$ cat src/include/ebu_pkg.sv
// package of the external bus unit: modes, window config layouts, timing fields
// assumes a 16-bit cpu side issuing one request at a time
package ebu_pkg;
	localparam int NWIN = 4;
	localparam int NCS = 5;
	localparam int CNT_W = 4;
	localparam logic [CNT_W-1:0] ALE_MIN = 4'h1;
	localparam logic [1:0] DEF_SEL = 2'h0;
	localparam logic [CNT_W-1:0] RST_CNT = 4'h0;
	localparam logic [NCS-1:0] CS_IDLE = 5'h1f;

	typedef enum logic [2:0] {
		EBU_SINGLE, EBU_DEMUX16, EBU_MUX16, EBU_MUX8, EBU_DEMUX8
	} ebu_mode_t;

	// address space: 16M / 1M / 256K / 64K, giving 8/4/2/0 segment lines
	typedef enum logic [1:0] {EBU_SPC16M, EBU_SPC1M, EBU_SPC256K, EBU_SPC64K} ebu_space_t;

	typedef struct packed {
		logic enable;
		ebu_mode_t mode;
		logic [CNT_W-1:0] cycle_wait;
		logic [CNT_W-1:0] tristate_wait;
		logic [CNT_W-1:0] ale_len;
		logic rw_delay;
		logic ready_en;
		logic ready_polarity;
	} ebu_bcfg_t;

	// window matches when address bits selected by mask equal base under the same mask
	typedef struct packed {
		logic [23:0] base;
		logic [23:0] mask;
	} ebu_asel_t;

	typedef struct packed {
		logic req;
		logic wr;
		logic [23:0] addr;
		logic [15:0] wdata;
	} ebu_req_t;
endpackage

$ cat src/logic/ebu_window_match.sv
// one address window comparator
// assumes base and mask from the window_address_select register
`timescale 1ns/1ps
module ebu_window_match (
	input wire logic [23:0] addr,
	input wire ebu_pkg::ebu_asel_t sel,
	input wire logic en,
	output logic hit
);
	import ebu_pkg::*;
	assign hit = en && ((addr & sel.mask) == (sel.base & sel.mask));
endmodule // ebu_window_match

$ cat src/logic/ebu_external_bus_unit.sv
// external_bus_unit: bus cycle engine, window decode, chip selects, hold arbitration
// assumes req held until done; ready/hold/ack pins asynchronous
//
// Notes on behaviour
// - single-chip plus four mux/demux width modes
// - demux: address on address port, data port
// - mux: address then data on data port
// - cycle, tristate, ale length, rw delay programmable
// - four windows, each select plus config pair
// - window four beats three, two beats one
// - unmatched accesses use default bus config
// - five active-low chip selects, windows plus default
// - ready-enabled window cycles end on active ready
// - arbitration enable hands pins to arbiter
// - master after reset; direction bit selects slave
// - segment lines 8/4/2/0 by address space
// - chip select half cycle late unless timing bit
`timescale 1ns/1ps
module ebu_external_bus_unit (
	input wire logic clk,
	input wire logic rst,
	input wire ebu_pkg::ebu_req_t cpu_req,
	output logic cpu_done,
	output logic [15:0] cpu_rdata,
	input wire ebu_pkg::ebu_bcfg_t default_bus_config,
	input wire ebu_pkg::ebu_bcfg_t [3:0] window_bus_config,
	input wire ebu_pkg::ebu_asel_t [3:0] window_address_select,
	input wire ebu_pkg::ebu_space_t space,
	input wire logic chip_select_timing_cfg,
	input wire logic arbitration_enable,
	input wire logic slave_select_direction_bit,
	input wire logic [15:0] data_port_in,
	output logic [15:0] data_port_out,
	output logic [15:0] data_port_oe,
	output logic [15:0] address_port,
	output logic address_port_oe,
	output logic [7:0] segment_addr,
	output logic ale,
	output logic rd_n,
	output logic wr_n,
	output logic [4:0] chip_select_lines_n,
	input wire logic ready_in,
	input wire logic hold_in,
	output logic hold_acknowledge_out,
	output logic hold_acknowledge_oe,
	input wire logic hold_acknowledge_in,
	output logic bus_request_out
);
	import ebu_pkg::*;
	typedef enum logic [2:0] {S_IDLE, S_ALE, S_DLY, S_CMD, S_TRI, S_HELD} ebu_st_t;
	ebu_st_t st_r;
	logic [CNT_W-1:0] cnt_r;
	logic [NWIN-1:0] hit;
	ebu_bcfg_t cfg_r, sel_cfg;
	logic [2:0] cs_idx, cs_idx_r;
	logic cs_half_r;
	logic [1:0] rdy_s, hold_s, hold_acknowledge_s;
	logic rdy_ok, hold_sync, slave_r, mux, bit8, wr_r, granted;

	// comparators per window
	for (genvar g = 0; g < NWIN; g++) begin : g_win
		ebu_window_match u_match (
			.addr(cpu_req.addr),
			.sel(window_address_select[g]),
			.en(window_bus_config[g].enable),
			.hit(hit[g])
		);
	end

	// priority: 4 over 3, 2 over 1; pair 4/3 ahead of 2/1
	always_comb begin
		sel_cfg = default_bus_config;
		cs_idx = 3'h0;
		if (hit[3]) begin
			sel_cfg = window_bus_config[3];
			cs_idx = 3'h4;
		end else if (hit[2]) begin
			sel_cfg = window_bus_config[2];
			cs_idx = 3'h3;
		end else if (hit[1]) begin
			sel_cfg = window_bus_config[1];
			cs_idx = 3'h2;
		end else if (hit[0]) begin
			sel_cfg = window_bus_config[0];
			cs_idx = 3'h1;
		end
	end

	// pin synchronisers
	always_ff @(posedge clk) begin
		if (rst) begin
			rdy_s <= 2'h0;
			hold_s <= 2'h0;
			hold_acknowledge_s <= 2'h0;
		end else begin
			rdy_s <= {rdy_s[0], ready_in};
			hold_s <= {hold_s[0], hold_in};
			hold_acknowledge_s <= {hold_acknowledge_s[0], hold_acknowledge_in};
		end
	end
	assign rdy_ok = !cfg_r.ready_en || (rdy_s[1] == cfg_r.ready_polarity);
	assign hold_sync = arbitration_enable && !slave_r && hold_s[1];
	assign mux = (cfg_r.mode == EBU_MUX16) || (cfg_r.mode == EBU_MUX8);
	assign bit8 = (cfg_r.mode == EBU_MUX8) || (cfg_r.mode == EBU_DEMUX8);
	// slave may start only once the master's acknowledge (active low) is seen
	assign granted = !(arbitration_enable && slave_r && hold_acknowledge_s[1]);

	always_ff @(posedge clk) begin
		if (rst) slave_r <= 1'b0;
		else slave_r <= slave_select_direction_bit;
	end

	// cycle engine
	always_ff @(posedge clk) begin
		if (rst) begin
			st_r <= S_IDLE;
			cnt_r <= RST_CNT;
			cfg_r <= '0;
			cs_idx_r <= 3'h0;
			wr_r <= 1'b0;
			cpu_done <= 1'b0;
			cpu_rdata <= 16'h0000;
		end else begin
			cpu_done <= 1'b0;
			case (st_r)
				S_IDLE: if (hold_sync) begin
					st_r <= S_HELD;
				end else if (cpu_req.req && !cpu_done && granted) begin
					if (sel_cfg.mode == EBU_SINGLE || !sel_cfg.enable) begin
						cpu_done <= 1'b1;
						cpu_rdata <= 16'h0000;
					end else begin
						cfg_r <= sel_cfg;
						cs_idx_r <= cs_idx;
						wr_r <= cpu_req.wr;
						cnt_r <= (sel_cfg.ale_len < ALE_MIN) ? ALE_MIN : sel_cfg.ale_len;
						st_r <= S_ALE;
					end
				end
				S_ALE: if (cnt_r <= ALE_MIN) begin
					st_r <= cfg_r.rw_delay ? S_DLY : S_CMD;
					cnt_r <= cfg_r.cycle_wait;
				end else cnt_r <= cnt_r - 4'h1;
				S_DLY: st_r <= S_CMD;
				S_CMD: if (cnt_r != RST_CNT) cnt_r <= cnt_r - 4'h1;
				else if (rdy_ok) begin
					cpu_rdata <= bit8 ? {8'h00, data_port_in[7:0]} : data_port_in;
					cpu_done <= 1'b1;
					cnt_r <= cfg_r.tristate_wait;
					st_r <= S_TRI;
				end
				S_TRI: if (cnt_r != RST_CNT) cnt_r <= cnt_r - 4'h1;
				else st_r <= S_IDLE;
				S_HELD: if (!hold_sync) st_r <= S_IDLE;
				default: st_r <= S_IDLE;
			endcase
		end
	end

	// pins
	always_ff @(posedge clk) begin
		if (rst) begin
			data_port_out <= 16'h0000;
			data_port_oe <= 16'h0000;
			address_port <= 16'h0000;
			address_port_oe <= 1'b0;
			segment_addr <= 8'h00;
			ale <= 1'b0;
			rd_n <= 1'b1;
			wr_n <= 1'b1;
		end else begin
			ale <= (st_r == S_ALE);
			// strobes held back through the delay state
			rd_n <= !((st_r == S_CMD) && !wr_r);
			wr_n <= !((st_r == S_CMD) && wr_r);
			address_port_oe <= (st_r != S_HELD) && (st_r != S_IDLE) && !mux;
			address_port <= cpu_req.addr[15:0];
			case (space)
				EBU_SPC16M: segment_addr <= cpu_req.addr[23:16];
				EBU_SPC1M: segment_addr <= {4'h0, cpu_req.addr[19:16]};
				EBU_SPC256K: segment_addr <= {6'h00, cpu_req.addr[17:16]};
				default: segment_addr <= 8'h00;
			endcase
			if (st_r == S_ALE && mux) begin
				data_port_out <= cpu_req.addr[15:0];
				data_port_oe <= 16'hffff;
			end else if ((st_r == S_CMD || st_r == S_DLY) && wr_r) begin
				data_port_out <= cpu_req.wdata;
				data_port_oe <= bit8 ? 16'h00ff : 16'hffff;
			end else begin
				data_port_oe <= 16'h0000;
			end
		end
	end

	// chip selects: late by half cycle modelled as one extra flop stage
	always_ff @(posedge clk) begin
		if (rst) begin
			cs_half_r <= 1'b0;
			chip_select_lines_n <= CS_IDLE;
		end else begin
			cs_half_r <= (st_r == S_ALE) || (st_r == S_DLY) || (st_r == S_CMD);
			if (chip_select_timing_cfg ? (st_r == S_ALE || st_r == S_DLY || st_r == S_CMD)
				: cs_half_r) begin
				chip_select_lines_n <= ~(5'h01 << cs_idx_r);
			end else chip_select_lines_n <= CS_IDLE;
		end
	end

	// arbitration pins
	always_ff @(posedge clk) begin
		if (rst) begin
			hold_acknowledge_out <= 1'b1;
			hold_acknowledge_oe <= 1'b0;
			bus_request_out <= 1'b0;
		end else begin
			hold_acknowledge_oe <= arbitration_enable && !slave_r;
			hold_acknowledge_out <= !(st_r == S_HELD);
			bus_request_out <= arbitration_enable && slave_r && cpu_req.req;
		end
	end

	property p_cs_one;
		@(posedge clk) disable iff (rst) $countones(~chip_select_lines_n) <= 1;
	endproperty
	a_cs_one: assert property (p_cs_one) else $error("two chip selects");
	property p_held_float;
		@(posedge clk) disable iff (rst) st_r == S_HELD |=> !address_port_oe && data_port_oe == 16'h0;
	endproperty
	a_held_float: assert property (p_held_float) else $error("bus driven in hold");
	property p_rdy;
		@(posedge clk) disable iff (rst) st_r == S_CMD && !rdy_ok |=> st_r == S_CMD;
	endproperty
	a_rdy: assert property (p_rdy) else $error("ended without ready");
	property p_prio;
		@(posedge clk) disable iff (rst) hit[3] |-> cs_idx == 3'h4;
	endproperty
	a_prio: assert property (p_prio) else $error("window four lost");
	property p_def;
		@(posedge clk) disable iff (rst) hit == 4'h0 |-> sel_cfg == default_bus_config;
	endproperty
	a_def: assert property (p_def) else $error("default config not used");
	property p_seg;
		@(posedge clk) disable iff (rst) space == EBU_SPC64K |=> segment_addr == 8'h00;
	endproperty
	a_seg: assert property (p_seg) else $error("segment lines on 64k");
	property p_mux;
		@(posedge clk) disable iff (rst) st_r == S_ALE && mux |=> data_port_oe == 16'hffff;
	endproperty
	a_mux: assert property (p_mux) else $error("mux address not driven");
	property p_hold_acknowledge;
		@(posedge clk) disable iff (rst) slave_r |=> !hold_acknowledge_oe;
	endproperty
	a_hold_acknowledge: assert property (p_hold_acknowledge) else $error("slave drives ack");
	property p_cs_time;
		@(posedge clk) disable iff (rst)
			$rose(ale) |-> (chip_select_lines_n != CS_IDLE) == chip_select_timing_cfg;
	endproperty
	a_cs_time: assert property (p_cs_time) else $error("chip select timing wrong");
	property p_bus_request_out;
		@(posedge clk) disable iff (rst) !arbitration_enable |=> !bus_request_out;
	endproperty
	a_bus_request_out: assert property (p_bus_request_out) else $error("request without arbitration");
	c_cs_early: cover property (@(posedge clk) $rose(ale) && chip_select_timing_cfg);
	c_held: cover property (@(posedge clk) st_r == S_HELD);
	c_done: cover property (@(posedge clk) cpu_done && cfg_r.ready_en);
	c_mux: cover property (@(posedge clk) st_r == S_ALE && mux);
endmodule // ebu_external_bus_unit

$ cat config.mk
export PLATFORM = sky130hd
export DESIGN_NAME = ebu_external_bus_unit
export DESIGN_NICKNAME = d
export VERILOG_FILES = /design/src/include/ebu_pkg.sv /design/src/logic/ebu_window_match.sv /design/src/logic/ebu_external_bus_unit.sv
export SDC_FILE = /design/constraint.sdc
export NUM_CORES = 1
export LEC_CHECK = 0
export BUFFER_PORTS_ARGS = -buffer_cell sky130_fd_sc_hd__buf_2
export CAP_MARGIN = 20
export CORE_AREA = 8 8 164 166
export CTS_CLUSTER_SIZE = 16
export DETAILED_ROUTE_END_ITERATION = 6
export DIE_AREA = 0 0 172 174
export PLACE_DENSITY = 0.64
export SETUP_SLACK_MARGIN = 0.3
export SLEW_MARGIN = 20
export SYNTH_ARGS = -nofsm -noshare
export SYNTH_HDL_FRONTEND = slang
export SYNTH_HIERARCHICAL = 1
export SYNTH_SLANG_ARGS = --single-unit
$ cat constraint.sdc
create_clock -name clk -period 7.1 [get_ports clk]
set_input_delay 1.42 -clock clk [delete_from_list [all_inputs] [get_ports clk]]
set_output_delay 1.42 -clock clk [all_outputs]
set_load 0.1 [all_outputs]
==> flow_results.org <==
** Run status
- Run status :: finished, final reports clean

** Drt
- After detailed routing, the average wire length per cell comes to a little over 20 um.
- For this block, the routed nets add up to 29.73 mm of wire.
- First-pass DRT Iterations :: 5
- Met3 WL post-DR :: 2.196 mm
- After detailed routing, the number of vias per cell comes to ~4.8.
- Met1 wire length :: approximately 11 mm
- First DRT Iteration DRCs :: 371
- After detailed routing, the met2 layer carries between 15 and 20 mm of wire.
- Highest metal layer with signal wires :: met5
- The routed layout has 6997 vias.
- In the routed design, unresolved DRC markers number 0.
- In this run the remaining antenna-violating nets after routing total 0.

** Logic synthesis
- Among all flip-flop cells after synthesis, the most frequent one is sky130_fd_sc_hd__dfxtp_1.
- The synthesized netlist contains 60 unique library cells.
- Number of warning messages in the yosys log :: 6
- Count of mapped cells out of synthesis :: roughly 730
- Summing every instance area after synthesis gives between 6000 and 7000 um^2.
- In this run, synthesis inferred 0 flip-flops with an integrated enable.
- Async set or reset register ratio after synthesis :: 0%
- Sequential elements use approximately a third of the synthesized area.
- Post-synthesis net count :: ~1100
- After synthesis the netlist holds a flip-flop and latch count of roughly 100.
- A synthesized cell averages between 8 and 9 um^2.

** Critical path
- The worst setup path is launched from a primary input.
- Worst path required time :: around 7.4 ns
- Kind of end point of the critical path :: register
- The worst setup path is of the primary input to register kind.
- Beginning of the worst register-to-register path :: st_r[0]$_SDFFE_PP0P_
- Across all register-to-register paths, the minimum setup slack is 4.29 ns.
- Number of cells traversed by the worst register-to-register path :: 6
- Critical-path maximum fanout :: 13
- Critical Path Source :: cpu_req[16]
- The worst register-to-register path ends at cpu_rdata[8]$_SDFFE_PP0P_.
- At the worst endpoint, the arrival time is about 5.7 ns.

** STA
- Unrepaired setup endpoints after global routing :: no
- Final clock period utilization by the worst path :: 76.34%
- Number of endpoints with negative hold slack in the final report :: 0
- Headroom to the max-slew limit :: approximately 29%
- Least-Margin Pin Slew :: approximately 1.1 ns
- Setup violations remaining at the end of the flow were counted as 0.
- Final hold analysis gives a worst-case slack of ~0.42 ns.
- For this run, the top clock speed supported by timing is 0.1845 GHz.
- Worst clock skew :: ~0.013 ns
- After routing, the total negative slack on setup checks comes to 0 ns.
- Min Tclk post-route :: 5.420 ns
- Pins Over Slew Limit :: 0

** Cells and area
- The library cell used most frequently in the layout, excluding fill and tap cells, is sky130_fd_sc_hd__buf_2.
- Leading cell types in the layout, fill and taps excluded :: 438 x sky130_fd_sc_hd__buf_2, 104 x sky130_fd_sc_hd__dfxtp_1, 97 x sky130_fd_sc_hd__xor2_1, 72 x sky130_fd_sc_hd__mux2i_1
- Cell Count, Final, Fillers Out :: ~1500
- Post-layout nets :: roughly 1500
- Area growth from synthesis to layout :: 42.92%
- Layout cell share with drive strength beyond 1 :: between 40% and 50%
- For this run, the share of the core covered by cells in the final layout is between 30% and 40%.

** Min path
- Instance count along the most critical hold path :: 1
- Tightest Hold Check Type :: register to register
- For hold timing, the worst endpoint is chip_select_lines_n[4]$_SDFF_PP1_.
- Worst Min Path Start :: cs_idx_r[2]$_SDFFE_PP0P_

** Pwr
- Switching component of the power :: 814.8 uW
- Relative contribution of combinational cells to total power :: 40.1%
- Summed over all cells, the static leakage comes to ~4.3 nW.
- Clock power share :: roughly a quarter
- Worst-case vdd ir drop :: 0.1322 mV
- Switching share of power :: 40.93%
- Sequential cell fraction of total power :: about 35%
- PwrDens :: approximately 220 nW/um^2
- Internal power contribution :: ~1.2 mW

** Global route
- Aggregate global-route resource usage :: a little under a fifth
- The first global-routing pass estimated between 40 and 50 mm of wire.
- The initial antenna violation count was 3.
- The number of global-route vias before repair was between 7000 and 8000.
- Entering global routing, the biggest net connects 59 pins.
- Final global-route overflow total :: 0

** Die
- For this configuration, the core starts out at a cell density of approximately a quarter.
- The die is approximately 170 um wide.
- Y dimension of the die :: roughly 170 um
- Std-Cell Rows :: 58
- Full die area :: roughly 30000 um^2
- The core region is about 25000 um^2.
- Ports placed on the boundary :: between 400 and 500

** Clocking
- Clock transition at the register clock pins on the worst setup and hold paths after CTS :: 0.08 ns
- The clock drives ~100 sinks.
- CTS max path bufs :: 2
- Post-CTS Repair Setup Buffers :: 0
- In this run the clock root is driven by a sky130_fd_sc_hd__clkbuf_16.
- Count of H-tree levels built during CTS :: 3
- Number of buffers created by CTS :: 9
- The clock reaches the later pin of the worst-skew pair after 0.35 ns.
- # resized after CTS :: 0
- CTS tree :: done
- In this run, post-CTS hold repair placed 0 buffers.

** Placed design
- Once detailed placement completed, the half-perimeter wirelength came to roughly 25 mm.
- Placed cells :: about 1500
- Routability-driven placement finished with a final weighted congestion of 0.8851.
- Count of buffers from port buffering :: about 440

** Flow run
- Across the run, the number of max-cap violations was 0.
power groups by stage:
stage	Combinational, mW	Clock (mW)	Sequential [mW]
after global placement	0.794	0	0.700
after CTS	0.802	0.526	0.687
after floorplan	0.413	0	0.824
after detailed placement	0.798	0	0.700
after global routing	0.859	0.546	0.695
final	0.798	0.506	0.688
area by class of cell:
class | count | area, um^2
sequential | 104 | 2082
tap | 330 | 412.9
fill | 2647 | 15370
inverter | 7 | 26.28
clock inverter | 5 | 50.05
clock buffer | 11 | 252.7
timing repair buffer | 448 | 2267
multi-input combinational | 564 | 4063
antenna | 3 | 7.507
metal layers:
metal,track usage [%],vias up
met5,0,-
met4,5.462,4
met3,5.240,37
met2,34.60,290
met1,20.89,3251
li1,-,3415
stage by stage:
step	total power, mW	instance area, um^2	setup slack [ns]
finish	1.991	9161	1.680
global route	2.100	9154	1.427
CTS	2.014	9154	1.645
detailed placement	1.498	8851	1.288
global placement	1.494	8851	1.365
floorplan	1.237	6410	3.080
worst max-delay path, cell delays in order:
cell and delay (ns):
sky130_fd_sc_hd__buf_2 0.16, sky130_fd_sc_hd__xor2_1 0.17, sky130_fd_sc_hd__a222oi_1 0.75, sky130_fd_sc_hd__nand4_1 0.30, sky130_fd_sc_hd__nor3_4 0.70, sky130_fd_sc_hd__mux2i_1 0.28
sky130_fd_sc_hd__o211ai_1 0.16, sky130_fd_sc_hd__a222oi_1 0.91, sky130_fd_sc_hd__o21ai_2 0.34, sky130_fd_sc_hd__nand2_4 0.26, sky130_fd_sc_hd__mux2i_1 0.21
cells by family (layout without fill, tap and decap cells):
group / count (synthesis) / after routing / synth area share (%)
simple gates: 228 / 228 / 18.84
mux: 72 / 72 / 11.24
other cells: 0 / 3 / 0
buf+inv: 57 / 471 / 4.568
xor+xnor: 98 / 98 / 13.39
fa+ha+maj: 2 / 2 / 0.3903
compound gates: 164 / 164 / 19.09
flops: 104 / 104 / 32.48
sequential cells by signal (all words and copies together) (netlist names), 2 cells and up:
| signal | count |
|---|---|
| address_port | 16 |
| cpu_rdata | 16 |
| data_port_out | 16 |
| cfg_r | 14 |
| segment_addr | 8 |
| chip_select_lines_n | 5 |
| cnt_r | 4 |
| cs_idx_r | 3 |
| st_r | 3 |
| data_port_oe | 2 |
| hold_acknowledge_s | 2 |
| hold_s | 2 |
| rdy_s | 2 |
worst max-delay path by stage:
stage / depth (start not counted) / end / slack [ns]
CTS: 11 / cpu_rdata[14]$_SDFFE_PP0P_ / 1.64
finish: 11 / cpu_rdata[14]$_SDFFE_PP0P_ / 1.68
floorplan: 12 / cpu_rdata[10]$_SDFFE_PP0P_ / 3.08
detailed placement: 11 / cpu_rdata[14]$_SDFFE_PP0P_ / 1.29
global route: 11 / cpu_rdata[8]$_SDFFE_PP0P_ / 1.43
global placement: 11 / cpu_rdata[15]$_SDFFE_PP0P_ / 1.37
synthesized netlist by cell type, types with 9 or more instances:
cell                        instances  area (um^2)
sky130_fd_sc_hd__a221oi_2           9        135.1
sky130_fd_sc_hd__a21oi_1           28        140.1
sky130_fd_sc_hd__nor2_1            47        176.4
sky130_fd_sc_hd__buf_4             15        112.6
sky130_fd_sc_hd__o21ai_0           27        135.1
sky130_fd_sc_hd__mux2i_1           72        720.7
sky130_fd_sc_hd__o2111ai_1          9        78.83
sky130_fd_sc_hd__nand3_1           26        130.1
sky130_fd_sc_hd__nand2_1           47        176.4
sky130_fd_sc_hd__nor3_1             9        45.04
sky130_fd_sc_hd__xor2_1            97        849.6
sky130_fd_sc_hd__a211oi_1          18        135.1
sky130_fd_sc_hd__clkbuf_1          25        93.84
sky130_fd_sc_hd__dfxtp_1          104         2082
sky130_fd_sc_hd__a22oi_1           27        202.7
sky130_fd_sc_hd__nor2b_1           30        187.7
sky130_fd_sc_hd__nand2b_1          24        150.1
Power figures use the tool's default switching activity.
